**src/hdl/xfer_branch_pkg.sv**
```systemverilog
// Purpose: constants and types for the transfer/boolean/branch opcode decoder
// Assumes: opcodes arrive as 8-bit bytes from program memory
// Notes: cycle counts are system clock cycles
//
// What this block does
// - eight-code register blocks take the register number from opcode bits 2:0
// - absolute jump/call use opcode bits 7:5 as address bits 10:8
// - load accumulator from direct, indirect, immediate: listed opcodes, two cycles
// - move to register: two cycles from accumulator/immediate, four from direct
// - move to direct: two from accumulator, else four; direct-to-direct three bytes
// - indirect writes: two cycles from accumulator/immediate, four from direct
// - load data pointer immediate: three bytes, four cycles
// - code reads at accumulator plus data pointer or program counter: one byte, four cycles
// - external data via indirect register or data pointer: one byte, four cycles
// - push and pop of a direct byte: two bytes, four cycles
// - exchanges with accumulator, including low-nibble exchange, take two cycles
// - and/or of direct bit or its inverse into carry: two bytes, four cycles
// - bit into carry two cycles, carry into bit four cycles
// - long call three bytes; long call, return, interrupt return four cycles
// - long jump, short jump, indirect jump each four cycles
// - carry/zero conditional relative jumps: two bytes, four cycles, taken or not
// - bit jumps three bytes four cycles; jump-and-clear clears bit on branch
// - compare-and-jump-if-not-equal forms: three bytes, four cycles
// - decrement-and-jump: two bytes register form, three bytes direct form, four cycles
// - every instruction is one to three bytes and one to eight cycles

package xfer_branch_pkg;

  // ------------------------------------------------------------
  // timing
  // ------------------------------------------------------------
  localparam logic [3:0] CYC_SHORT = 4'h2;
  localparam logic [3:0] CYC_LONG = 4'h4;
  localparam logic [3:0] CYC_MAX = 4'h8;
  localparam logic [1:0] LEN_ONE = 2'h1;
  localparam logic [1:0] LEN_TWO = 2'h2;
  localparam logic [1:0] LEN_THREE = 2'h3;

  // ------------------------------------------------------------
  // field positions
  // ------------------------------------------------------------
  localparam int REG_NUM_LSB = 0;
  localparam int REG_NUM_MSB = 2;
  localparam int PAGE_LSB = 5;
  localparam int PAGE_MSB = 7;
  localparam int IND_SEL_BIT = 0;
  localparam logic [4:0] ABS_LOW_PATTERN = 5'h01;
  localparam logic [4:0] ABS_CALL_PATTERN = 5'h11;

  // ------------------------------------------------------------
  // operation classes
  // ------------------------------------------------------------
  typedef enum logic [5:0] {
    OP_NOP, OP_MOV_A_REG, OP_MOV_A_DIR, OP_MOV_A_IND, OP_MOV_A_IMM,
    OP_MOV_REG_A, OP_MOV_REG_DIR, OP_MOV_REG_IMM,
    OP_MOV_DIR_A, OP_MOV_DIR_REG, OP_MOV_DIR_DIR, OP_MOV_DIR_IND,
    OP_MOV_DIR_IMM, OP_MOV_IND_A, OP_MOV_IND_DIR, OP_MOV_IND_IMM,
    OP_MOV_DP_IMM, OP_MOVC_DP, OP_MOVC_PC,
    OP_MOVX_RD_IND, OP_MOVX_RD_DP, OP_MOVX_WR_IND, OP_MOVX_WR_DP,
    OP_PUSH, OP_POP, OP_XCH_REG, OP_XCH_DIR, OP_XCH_IND, OP_XCHD,
    OP_CLR_C, OP_CLR_BIT, OP_SET_C, OP_SET_BIT, OP_CPL_C, OP_CPL_BIT,
    OP_ANL_C_BIT, OP_ANL_C_NBIT, OP_ORL_C_BIT, OP_ORL_C_NBIT,
    OP_MOV_C_BIT, OP_MOV_BIT_C,
    OP_ACALL, OP_LCALL, OP_RET, OP_RETI, OP_AJMP, OP_LJMP, OP_SJMP,
    OP_JC, OP_JNC, OP_JB, OP_JNB, OP_JBC, OP_JMP_IND, OP_JZ, OP_JNZ,
    OP_CJNE_A_DIR, OP_CJNE_A_IMM, OP_CJNE_REG, OP_CJNE_IND,
    OP_DJNZ_REG, OP_DJNZ_DIR
  } op_t;

  // decoded instruction handed to the datapath
  typedef struct packed {
    op_t op;
    logic [1:0] length;
    logic [3:0] cycles;
    logic [2:0] bank_working_register;
    logic indirect_pointer_register;
    logic [2:0] page_bits;
    logic clear_bit_on_branch;
    logic foreign;
  } decode_t;

endpackage : xfer_branch_pkg

```
**src/hdl/opcode_table.sv**
```systemverilog
// Purpose: combinational opcode to operation, length and cycle table
// Assumes: opcode is a stable byte from the same clock domain
// Notes: unlisted codes report foreign and decode as no-operation
`timescale 1ns/100ps
`default_nettype none

module opcode_table
(
  // opcode in
  input wire logic [7:0] opcode,
  // decoded out
  output xfer_branch_pkg::decode_t dec
);

  wire logic [4:0] low5 = opcode[4:0];
  wire logic [7:0] blk8 = {opcode[7:3], 3'h0};
  wire logic [7:0] blk2 = {opcode[7:1], 1'h0};
  wire logic is_abs = (low5 == xfer_branch_pkg::ABS_LOW_PATTERN)
    || (low5 == xfer_branch_pkg::ABS_CALL_PATTERN);

  xfer_branch_pkg::op_t op;
  logic [1:0] len;
  logic [3:0] cyc;
  logic hit;

  // classification of one opcode
  always_comb
  begin
    op = xfer_branch_pkg::OP_NOP;
    len = xfer_branch_pkg::LEN_ONE;
    cyc = xfer_branch_pkg::CYC_SHORT;
    hit = 1'b1;
    if (is_abs)
    begin
      op = low5[4] ? xfer_branch_pkg::OP_ACALL : xfer_branch_pkg::OP_AJMP;
      len = xfer_branch_pkg::LEN_TWO;
      cyc = xfer_branch_pkg::CYC_LONG;
    end
    else if (blk8 == 8'hE8)
      op = xfer_branch_pkg::OP_MOV_A_REG;
    else if (blk8 == 8'hF8)
      op = xfer_branch_pkg::OP_MOV_REG_A;
    else if (blk8 == 8'hA8)
    begin
      op = xfer_branch_pkg::OP_MOV_REG_DIR;
      len = xfer_branch_pkg::LEN_TWO;
      cyc = xfer_branch_pkg::CYC_LONG;
    end
    else if (blk8 == 8'h78)
    begin
      op = xfer_branch_pkg::OP_MOV_REG_IMM;
      len = xfer_branch_pkg::LEN_TWO;
    end
    else if (blk8 == 8'h88)
    begin
      op = xfer_branch_pkg::OP_MOV_DIR_REG;
      len = xfer_branch_pkg::LEN_TWO;
      cyc = xfer_branch_pkg::CYC_LONG;
    end
    else if (blk8 == 8'hC8)
      op = xfer_branch_pkg::OP_XCH_REG;
    else if (blk8 == 8'hB8)
    begin
      op = xfer_branch_pkg::OP_CJNE_REG;
      len = xfer_branch_pkg::LEN_THREE;
      cyc = xfer_branch_pkg::CYC_LONG;
    end
    else if (blk8 == 8'hD8)
    begin
      op = xfer_branch_pkg::OP_DJNZ_REG;
      len = xfer_branch_pkg::LEN_TWO;
      cyc = xfer_branch_pkg::CYC_LONG;
    end
    else if (blk2 == 8'hE6)
      op = xfer_branch_pkg::OP_MOV_A_IND;
    else if (blk2 == 8'hF6)
      op = xfer_branch_pkg::OP_MOV_IND_A;
    else if (blk2 == 8'hA6)
    begin
      op = xfer_branch_pkg::OP_MOV_IND_DIR;
      len = xfer_branch_pkg::LEN_TWO;
      cyc = xfer_branch_pkg::CYC_LONG;
    end
    else if (blk2 == 8'h76)
    begin
      op = xfer_branch_pkg::OP_MOV_IND_IMM;
      len = xfer_branch_pkg::LEN_TWO;
    end
    else if (blk2 == 8'h86)
    begin
      op = xfer_branch_pkg::OP_MOV_DIR_IND;
      len = xfer_branch_pkg::LEN_TWO;
      cyc = xfer_branch_pkg::CYC_LONG;
    end
    else if (blk2 == 8'hE2)
    begin
      op = xfer_branch_pkg::OP_MOVX_RD_IND;
      cyc = xfer_branch_pkg::CYC_LONG;
    end
    else if (blk2 == 8'hF2)
    begin
      op = xfer_branch_pkg::OP_MOVX_WR_IND;
      cyc = xfer_branch_pkg::CYC_LONG;
    end
    else if (blk2 == 8'hC6)
      op = xfer_branch_pkg::OP_XCH_IND;
    else if (blk2 == 8'hD6)
      op = xfer_branch_pkg::OP_XCHD;
    else if (blk2 == 8'hB6)
    begin
      op = xfer_branch_pkg::OP_CJNE_IND;
      len = xfer_branch_pkg::LEN_THREE;
      cyc = xfer_branch_pkg::CYC_LONG;
    end
    else
    begin
      case (opcode)
        8'h00: op = xfer_branch_pkg::OP_NOP;
        8'hE5:
        begin
          op = xfer_branch_pkg::OP_MOV_A_DIR;
          len = xfer_branch_pkg::LEN_TWO;
        end
        8'h74:
        begin
          op = xfer_branch_pkg::OP_MOV_A_IMM;
          len = xfer_branch_pkg::LEN_TWO;
        end
        8'hF5:
        begin
          op = xfer_branch_pkg::OP_MOV_DIR_A;
          len = xfer_branch_pkg::LEN_TWO;
        end
        8'h85:
        begin
          op = xfer_branch_pkg::OP_MOV_DIR_DIR;
          len = xfer_branch_pkg::LEN_THREE;
          cyc = xfer_branch_pkg::CYC_LONG;
        end
        8'h75:
        begin
          op = xfer_branch_pkg::OP_MOV_DIR_IMM;
          len = xfer_branch_pkg::LEN_THREE;
          cyc = xfer_branch_pkg::CYC_LONG;
        end
        8'h90:
        begin
          op = xfer_branch_pkg::OP_MOV_DP_IMM;
          len = xfer_branch_pkg::LEN_THREE;
          cyc = xfer_branch_pkg::CYC_LONG;
        end
        8'h93:
        begin
          op = xfer_branch_pkg::OP_MOVC_DP;
          cyc = xfer_branch_pkg::CYC_LONG;
        end
        8'h83:
        begin
          op = xfer_branch_pkg::OP_MOVC_PC;
          cyc = xfer_branch_pkg::CYC_LONG;
        end
        8'hE0:
        begin
          op = xfer_branch_pkg::OP_MOVX_RD_DP;
          cyc = xfer_branch_pkg::CYC_LONG;
        end
        8'hF0:
        begin
          op = xfer_branch_pkg::OP_MOVX_WR_DP;
          cyc = xfer_branch_pkg::CYC_LONG;
        end
        8'hC0:
        begin
          op = xfer_branch_pkg::OP_PUSH;
          len = xfer_branch_pkg::LEN_TWO;
          cyc = xfer_branch_pkg::CYC_LONG;
        end
        8'hD0:
        begin
          op = xfer_branch_pkg::OP_POP;
          len = xfer_branch_pkg::LEN_TWO;
          cyc = xfer_branch_pkg::CYC_LONG;
        end
        8'hC5:
        begin
          op = xfer_branch_pkg::OP_XCH_DIR;
          len = xfer_branch_pkg::LEN_TWO;
        end
        8'hC3: op = xfer_branch_pkg::OP_CLR_C;
        8'hD3: op = xfer_branch_pkg::OP_SET_C;
        8'hB3: op = xfer_branch_pkg::OP_CPL_C;
        8'hC2:
        begin
          op = xfer_branch_pkg::OP_CLR_BIT;
          len = xfer_branch_pkg::LEN_TWO;
        end
        8'hD2:
        begin
          op = xfer_branch_pkg::OP_SET_BIT;
          len = xfer_branch_pkg::LEN_TWO;
        end
        8'hB2:
        begin
          op = xfer_branch_pkg::OP_CPL_BIT;
          len = xfer_branch_pkg::LEN_TWO;
        end
        8'h82, 8'hB0, 8'h72, 8'hA0:
        begin
          op = (opcode == 8'h82) ? xfer_branch_pkg::OP_ANL_C_BIT
            : (opcode == 8'hB0) ? xfer_branch_pkg::OP_ANL_C_NBIT
            : (opcode == 8'h72) ? xfer_branch_pkg::OP_ORL_C_BIT
            : xfer_branch_pkg::OP_ORL_C_NBIT;
          len = xfer_branch_pkg::LEN_TWO;
          cyc = xfer_branch_pkg::CYC_LONG;
        end
        8'hA2:
        begin
          op = xfer_branch_pkg::OP_MOV_C_BIT;
          len = xfer_branch_pkg::LEN_TWO;
        end
        8'h92:
        begin
          op = xfer_branch_pkg::OP_MOV_BIT_C;
          len = xfer_branch_pkg::LEN_TWO;
          cyc = xfer_branch_pkg::CYC_LONG;
        end
        8'h12, 8'h02:
        begin
          op = opcode[4] ? xfer_branch_pkg::OP_LCALL
            : xfer_branch_pkg::OP_LJMP;
          len = xfer_branch_pkg::LEN_THREE;
          cyc = xfer_branch_pkg::CYC_LONG;
        end
        8'h22, 8'h32:
        begin
          op = opcode[4] ? xfer_branch_pkg::OP_RETI
            : xfer_branch_pkg::OP_RET;
          cyc = xfer_branch_pkg::CYC_LONG;
        end
        8'h73:
        begin
          op = xfer_branch_pkg::OP_JMP_IND;
          cyc = xfer_branch_pkg::CYC_LONG;
        end
        8'h80, 8'h40, 8'h50, 8'h60, 8'h70:
        begin
          op = (opcode == 8'h80) ? xfer_branch_pkg::OP_SJMP
            : (opcode == 8'h40) ? xfer_branch_pkg::OP_JC
            : (opcode == 8'h50) ? xfer_branch_pkg::OP_JNC
            : (opcode == 8'h60) ? xfer_branch_pkg::OP_JZ
            : xfer_branch_pkg::OP_JNZ;
          len = xfer_branch_pkg::LEN_TWO;
          cyc = xfer_branch_pkg::CYC_LONG;
        end
        8'h20, 8'h30, 8'h10:
        begin
          op = (opcode == 8'h20) ? xfer_branch_pkg::OP_JB
            : (opcode == 8'h30) ? xfer_branch_pkg::OP_JNB
            : xfer_branch_pkg::OP_JBC;
          len = xfer_branch_pkg::LEN_THREE;
          cyc = xfer_branch_pkg::CYC_LONG;
        end
        8'hB5, 8'hB4:
        begin
          op = opcode[0] ? xfer_branch_pkg::OP_CJNE_A_DIR
            : xfer_branch_pkg::OP_CJNE_A_IMM;
          len = xfer_branch_pkg::LEN_THREE;
          cyc = xfer_branch_pkg::CYC_LONG;
        end
        8'hD5:
        begin
          op = xfer_branch_pkg::OP_DJNZ_DIR;
          len = xfer_branch_pkg::LEN_THREE;
          cyc = xfer_branch_pkg::CYC_LONG;
        end
        default: hit = 1'b0;
      endcase
    end
  end

  // field extraction is unconditional; datapath qualifies by op
  assign dec.op = op;
  assign dec.length = len;
  assign dec.cycles = cyc;
  assign dec.bank_working_register =
    opcode[xfer_branch_pkg::REG_NUM_MSB:xfer_branch_pkg::REG_NUM_LSB];
  assign dec.indirect_pointer_register = opcode[xfer_branch_pkg::IND_SEL_BIT];
  assign dec.page_bits =
    opcode[xfer_branch_pkg::PAGE_MSB:xfer_branch_pkg::PAGE_LSB];
  assign dec.clear_bit_on_branch =
    (op == xfer_branch_pkg::OP_JBC);
  assign dec.foreign = ~hit;

endmodule : opcode_table

`default_nettype wire

```
**src/hdl/xfer_branch_decoder.sv**
```systemverilog
// Purpose: registered decoder and cycle timer for transfer/boolean/branch ops
// Assumes: opcode_valid pulses once per instruction start, same clock
// Notes: foreign opcodes give a two-cycle one-byte no-operation
`timescale 1ns/100ps
`default_nettype none

module xfer_branch_decoder
(
  // clock and reset
  input wire logic ref_clk,
  input wire logic reset,
  // program memory side
  input wire logic [7:0] opcode,
  input wire logic opcode_valid,
  input wire logic [7:0] operand1,
  input wire logic [7:0] operand2,
  // datapath side
  input wire logic branch_taken,
  output xfer_branch_pkg::decode_t dec_q,
  output logic [10:0] abs_target_q,
  output logic [15:0] imm16_q,
  output logic clear_tested_bit,
  output logic busy,
  output logic done
);

  xfer_branch_pkg::decode_t dec_raw;
  xfer_branch_pkg::decode_t dec_fix;
  logic [3:0] count_q;
  logic [3:0] count_d;
  logic accept;

  opcode_table u_table
  (
    .opcode(opcode),
    .dec(dec_raw)
  );

  // foreign opcodes collapse to a safe no-operation
  always_comb
  begin
    dec_fix = dec_raw;
    if (dec_raw.foreign)
    begin
      dec_fix.op = xfer_branch_pkg::OP_NOP;
      dec_fix.length = xfer_branch_pkg::LEN_ONE;
      dec_fix.cycles = xfer_branch_pkg::CYC_SHORT;
    end
  end

  assign accept = opcode_valid && !busy;
  assign busy = (count_q != 4'h0);
  // timing is fixed per opcode, so taken and not taken finish alike
  assign done = (count_q == 4'h1);
  assign count_d = accept ? dec_fix.cycles : (busy ? count_q - 4'h1 : 4'h0);
  assign clear_tested_bit = done && dec_q.clear_bit_on_branch
    && branch_taken;

  // ------------------------------------------------------------
  // cycle counter and decode register
  // ------------------------------------------------------------
  always_ff @(posedge ref_clk)
  begin
    if (reset)
    begin
      count_q <= 4'h0;
      dec_q <= '0;
      abs_target_q <= 11'h000;
      imm16_q <= 16'h0000;
    end
    else
    begin
      count_q <= count_d;
      if (accept)
      begin
        dec_q <= dec_fix;
        abs_target_q <= {dec_fix.page_bits, operand1};
        imm16_q <= {operand1, operand2};
      end
    end
  end

endmodule : xfer_branch_decoder

`default_nettype wire

```
**config.mk**
```make
export PLATFORM = sky130hd
export DESIGN_NAME = xfer_branch_decoder
export DESIGN_NICKNAME = d
export VERILOG_FILES = /design/src/hdl/xfer_branch_pkg.sv /design/src/hdl/opcode_table.sv /design/src/hdl/xfer_branch_decoder.sv
export SDC_FILE = /design/constraint.sdc
export NUM_CORES = 1
export LEC_CHECK = 0
export BUFFER_PORTS_ARGS = -buffer_cell sky130_fd_sc_hd__buf_2
export CAP_MARGIN = 20
export CORE_MARGIN = 2
export CORE_UTILIZATION = 35
export DETAILED_ROUTE_END_ITERATION = 6
export PLACE_DENSITY = 0.65
export SYNTH_ARGS = -nofsm -noshare
export SYNTH_HDL_FRONTEND = slang
export SYNTH_SLANG_ARGS = --single-unit
```
**constraint.sdc**
```tcl
create_clock -name ref_clk -period 2.48 [get_ports ref_clk]
set_clock_uncertainty 0.2 [all_clocks]
set_input_delay 0.124 -clock ref_clk [delete_from_list [all_inputs] [get_ports ref_clk]]
set_output_delay 0.124 -clock ref_clk [all_outputs]
set_load 0.05 [all_outputs]
```
======== Yosys cells after proc, flatten, opt, wreduce, memory -nomap -nowiden ========
Index checks and enable logic that the tools add are counted.
storage, ports and cells
  register bits after elaboration ......... 52
operators by class
  add/sub/neg operators ................... 1
  eq/ne operators ......................... 63
  muxes and demuxes ....................... 96
  bitwise gates (word level) .............. 1
  reduce and logical (&&, ||, !) cells .... 17
operators by type and width
  kind                  number
  $eq A8 B8 Y1 const B  26
  $pmux W6 S29          1
  $mux W6               25
  $mux W4               21
  $eq A8 B7 Y1 const B  8
  $eq A7 B7 Y1 const B  9
  $reduce_or A42 Y1     1
  $eq A5 B5 Y1 const B  8
  $mux W2               20
  $eq A8 B6 Y1 const B  4
  $reduce_or A30 Y1     1
  $mux W1               22
  $reduce_or A20 Y1     1
  $eq A8 B5 Y1 const B  2
  $mux W3               5
  $mux W12              1
  $reduce_or A11 Y1     1
  $eq A8 B2 Y1 const B  1
  $logic_not A8 Y1      1
  $eq A7 B6 Y1 const B  1
  $eq A6 B6 Y1 const B  1
  $reduce_or A2 Y1      3
  $eq A5 B1 Y1 const B  1
  $eq A5 B4 Y1 const B  1
  other kinds (11)      13

======== Longest topological paths before layout ========
  word-level depth ........................ 27
  depth in mapped cells ................... 11

======== Modules after synthesis ========
From an unflattened synthesis, not the netlist that was laid out.
second synthesis, totals
  cell total of the unflattened synthesis .. 429
  area total of the unflattened synthesis .. 3,129.3 um^2
by module, submodules not included
  module               times used  cells each  area each (um^2)
  xfer_branch_decoder  1           203         1,734.2
  opcode_table         1           226         1,395.1

======== Worst setup path after synthesis ========
Ideal clock, no wire load.
  path kind ............................... reg2reg
  from .................................... reg count_q[1]
  to ...................................... reg dec_q[1] (netlist name)
  library setup time ...................... 0.084 ns
  data arrival time ....................... 2.067 ns
  required time ........................... 2.196 ns
  path slack .............................. 0.129 ns
  cell stages (with the launch flop) ...... 9
  buffers on the path ..................... 1
  period minus slack after synthesis ...... 2.351 ns
  cell sequence ........................... dfxtp_1 nor4_2 and2_1 buf_6 nand2_4 or4_4 nor4_4 o2111ai_1 o31ai_2
on the way
  word-level cells in the longest chain between the ends .. 3
RTL lines
  element                   line                       RTL
  start: declaration        xfer_branch_decoder.sv:29  logic [3:0] count_q;
  start signal: assignment  xfer_branch_decoder.sv:73  count_q <= count_d;
  $reduce_bool A4 Y1        xfer_branch_decoder.sv:52  assign busy = (count_q != 4'h0);
  $logic_not A1 Y1          xfer_branch_decoder.sv:51  assign accept = opcode_valid && !busy;
  $logic_and A1 B1 Y1       xfer_branch_decoder.sv:51
  end signal: assignment    xfer_branch_decoder.sv:76  dec_q <= dec_fix;
  end: declaration          xfer_branch_decoder.sv:19  output xfer_branch_pkg::decode_t dec_q,
Every way passes these cells.
A chain may end at the register's enable or synchronous reset.

======== Worst setup path after layout ========
  from .................................... reg count_q[1]
  to ...................................... reg dec_q[0] (netlist name)
The elaborated chain is that of the path after synthesis.

==> run_results.csv <==
group,metric,value,unit
clock_tree,clockRootBuffer,"clkbuf_8",
sta,min_period,2350,ps
synthesis,synth-main-ff-cell,"dfxtp_1",
place,placed_cell_area,3790,um2
sta,tightestPinTransition,672,ps
die,die_area,9280,um2
sta,fin_tns_setup,0,ps
setup_path,cp_max_fo,5,
synthesis,synth_edf_count,0,
synthesis,synth.top_cell.area_share,25.5,%
sta,slew-limit-headroom,54.8,%
global_route,grt_pass1_wl,16800,um
sta,timing.final.hold_violations,0,
sta,max_freq,0.425,GHz
power,p_leak,1.83,nW
die,coreArea,8260,um2
setup_path,worstSetupPathType,"register to register",
power,ir_drop,0.365,mV
detailed_routing,dr.pass1.iters,5,
place,gp_congestion,1.05,
synthesis,syn_area,2980,um2
setup_path,crit_path_end_kind,"register",
place,dp_cells,620,
clock_tree,htree_num_levels,2,
global_route,track_usage,23.1,%
global_route,grt-ovfl-total,0,
global_route,antenna_found_initial,0,
clock_tree,post_cts_buffers,0,
detailed_routing,first_iter_violations,286,
clock_tree,clk_latency,280,ps
synthesis,ys_warn_count,0,
clock_tree,cts_tree,"done",
die,initial_core_util,36.1,%
die,die_w,96.3,um
detailed_routing,drc,0,
sta,fin_crit_sh,94.8,%
detailed_routing,totalWireLength,10800,um
die,ios,79,
synthesis,synth_area_leader_cell,"dfxtp_1",
synthesis,synthArstFlopShare,0,%
sta,setup_viol,0,
final_layout,layout.filler_cells,818,
die,row_count,33,
sta,whs,10.0,ps
power,power_density,538,nW/um2
min_path,hold_path.class,"input port to register",
detailed_routing,vias,3667,
die,die_h,96.3,um
synthesis,seq_area_frac_synth,25.5,%
run_status,status,"complete, no violations",
clock_tree,clk_pin_slew,80,ps
setup_path,cp_data_required_time,2500,ps
final_layout,drive_gt1_share,31.2,%
sta,finalMaxSlewViolations,0,
synthesis,synth_cell_types,73,
synthesis,synth-seq-cells,38,
synthesis,syn_inst,420,
synthesis,synthTopCellsByArea,"dfxtp_1 25%, nand2_1 10%, a21oi_1 6.4%",
setup_path,critical_path_arrival,2370,ps
clock_tree,clockBufferDepth,2,
flow_run,maxCapViolations,0,
detailed_routing,drtAntennaViolNets,0,
place,portBuffers,76,
final_layout,diodes,0,
synthesis,avgSynthCellArea,7.11,um2
global_route,grt_max_degree,33,
detailed_routing,wire_per_inst,16.8,um
final_layout,final_cell_area,4110,um2
place,dp_hpwl,8130,um
sta,rsz0062_at_grt,"false",
clock_tree,numCtsBuffers,5,
final_layout,instances_no_fill,644,
final_layout,nets,566,
final_layout,syn_to_final_growth,37.7,%
setup_path,crit_path_start_kind,"register",
clock_tree,cts_sinks,38,
global_route,grt_pass1_vias,3342,
detailed_routing,viasPerCell,5.69,
[worst max-delay path, stage by stage (launching register included)]
cell      delay [ps]
dfxtp_1          370
nor4_4           300
and2_4           200
nand2_4           60
or4_4            540
nand4b_1         180
or3_1            320
a21oi_1          120
[cells in the mapped netlist, drive strengths merged, types with 5 or more instances]
master  instances
o21ai          17
nor4            5
nand2          81
clkbuf         21
a21oi          38
buf            33
nor2           20
dfxtp          38
nor2b           9
a22oi           5
a211oi          5
nand3b          5
and2            5
nand3          12
o22ai           6
inv             5
nor3           15
a31oi           6
nand2b         12
[repair_timing]
item                                    in CTS  in global routing
endpoints found under the setup margin       0                  2
hold endpoints to repair                    16                  0
resized for setup                            0                  3
hold buffers                                16                  0
[area by class of cell]
cell class              count  area, um2  area share [%]
clock buffers               5       68.8            1.67
clock inverters             3       68.8            1.67
inverters                   6       22.5           0.548
well taps                 105        131            3.20
multi-input cells         323       1940            47.2
flip-flops and latches     38        761            18.5
repair buffers            164       1120            27.2
[where the power goes]
part / internal (mW) / leakage [nW] / switching (mW)
Clock: 0.403 / 0.0683 / 0.219
Sequential: 0.668 / 0.312 / 0.0372
Combinational: 0.286 / 1.45 / 0.597
[sequential cells by signal, summed over array words and instances (netlist names)]
| name | count |
|---|---|
| abs_target_q | 8 |
| count_q | 4 |
| dec_q | 18 |
| imm16_q | 8 |
[metal layers]
metal | routed length [um] | global-route usage [%] | up-vias
met5 | 0 | 0 | -
met4 | 356 | 8.92 | 0
met3 | 814 | 2.74 | 32
met2 | 5110 | 39.7 | 196
met1 | 4550 | 29.3 | 1691
li1 | - | - | 1748
[per-stage QoR]
step | setup WS (ps) | utilization [%] | power [mW]
final | 129 | 49.8 | 2.21
after global routing | 20.6 | 49.8 | 2.32
after CTS | 56.3 | 49.6 | 2.21
after detailed placement | 68.1 | 46.0 | 1.57
after global placement | 143 | 46.0 | 1.56
after floorplan | 129 | - | 1.33
[placed cells by master, fill, tap and decap left out, types with 5 or more instances in the layout]
cell type      synthesis  final
inv_1                  5      5
a22oi_1                5      5
buf_4                 14     69
clkbuf_8               0      5
dlygate4sd3_1          0     16
buf_2                 16     76
nor2b_1                9      9
nor2_1                20     20
o21ai_0               14     14
nand3_1               12     12
dfxtp_1               38     38
nand3b_1               5      5
nor3_1                15     15
a211oi_1               5      5
a31oi_1                6      6
a21oi_1               38     38
o22ai_1                6      6
nand2_1               80     80
nand2b_1              12     12
[final timing paths]
check             slack, ps                endpoint                   start  cells after the start
hold / removal           10  dec_q[16]$_SDFFE_PP0P_                   reset                      2
setup / recovery        130   dec_q[0]$_SDFFE_PP0P_   count_q[1]$_SDFF_PP0_                      7
hold reg to reg         240  dec_q[13]$_SDFFE_PP0P_  dec_q[13]$_SDFFE_PP0P_                      2
setup reg to reg        130   dec_q[0]$_SDFFE_PP0P_   count_q[1]$_SDFF_PP0_                      7
[kinds of logic (layout without fill, tap and decap cells)]
family / Yosys count / count (layout) / share of synthesized area (%)
muxes: 6 / 6 / 2.10
DFF: 38 / 38 / 25.5
buffers and inverters: 60 / 178 / 10.2
other: 1 / 2 / 0.126
AOI/OAI and AO/OA: 118 / 118 / 26.7
xor gates and xnor gates: 2 / 2 / 0.587
and+or+nand+nor: 195 / 195 / 34.8
Note: power is estimated with default switching activity, not from simulation.
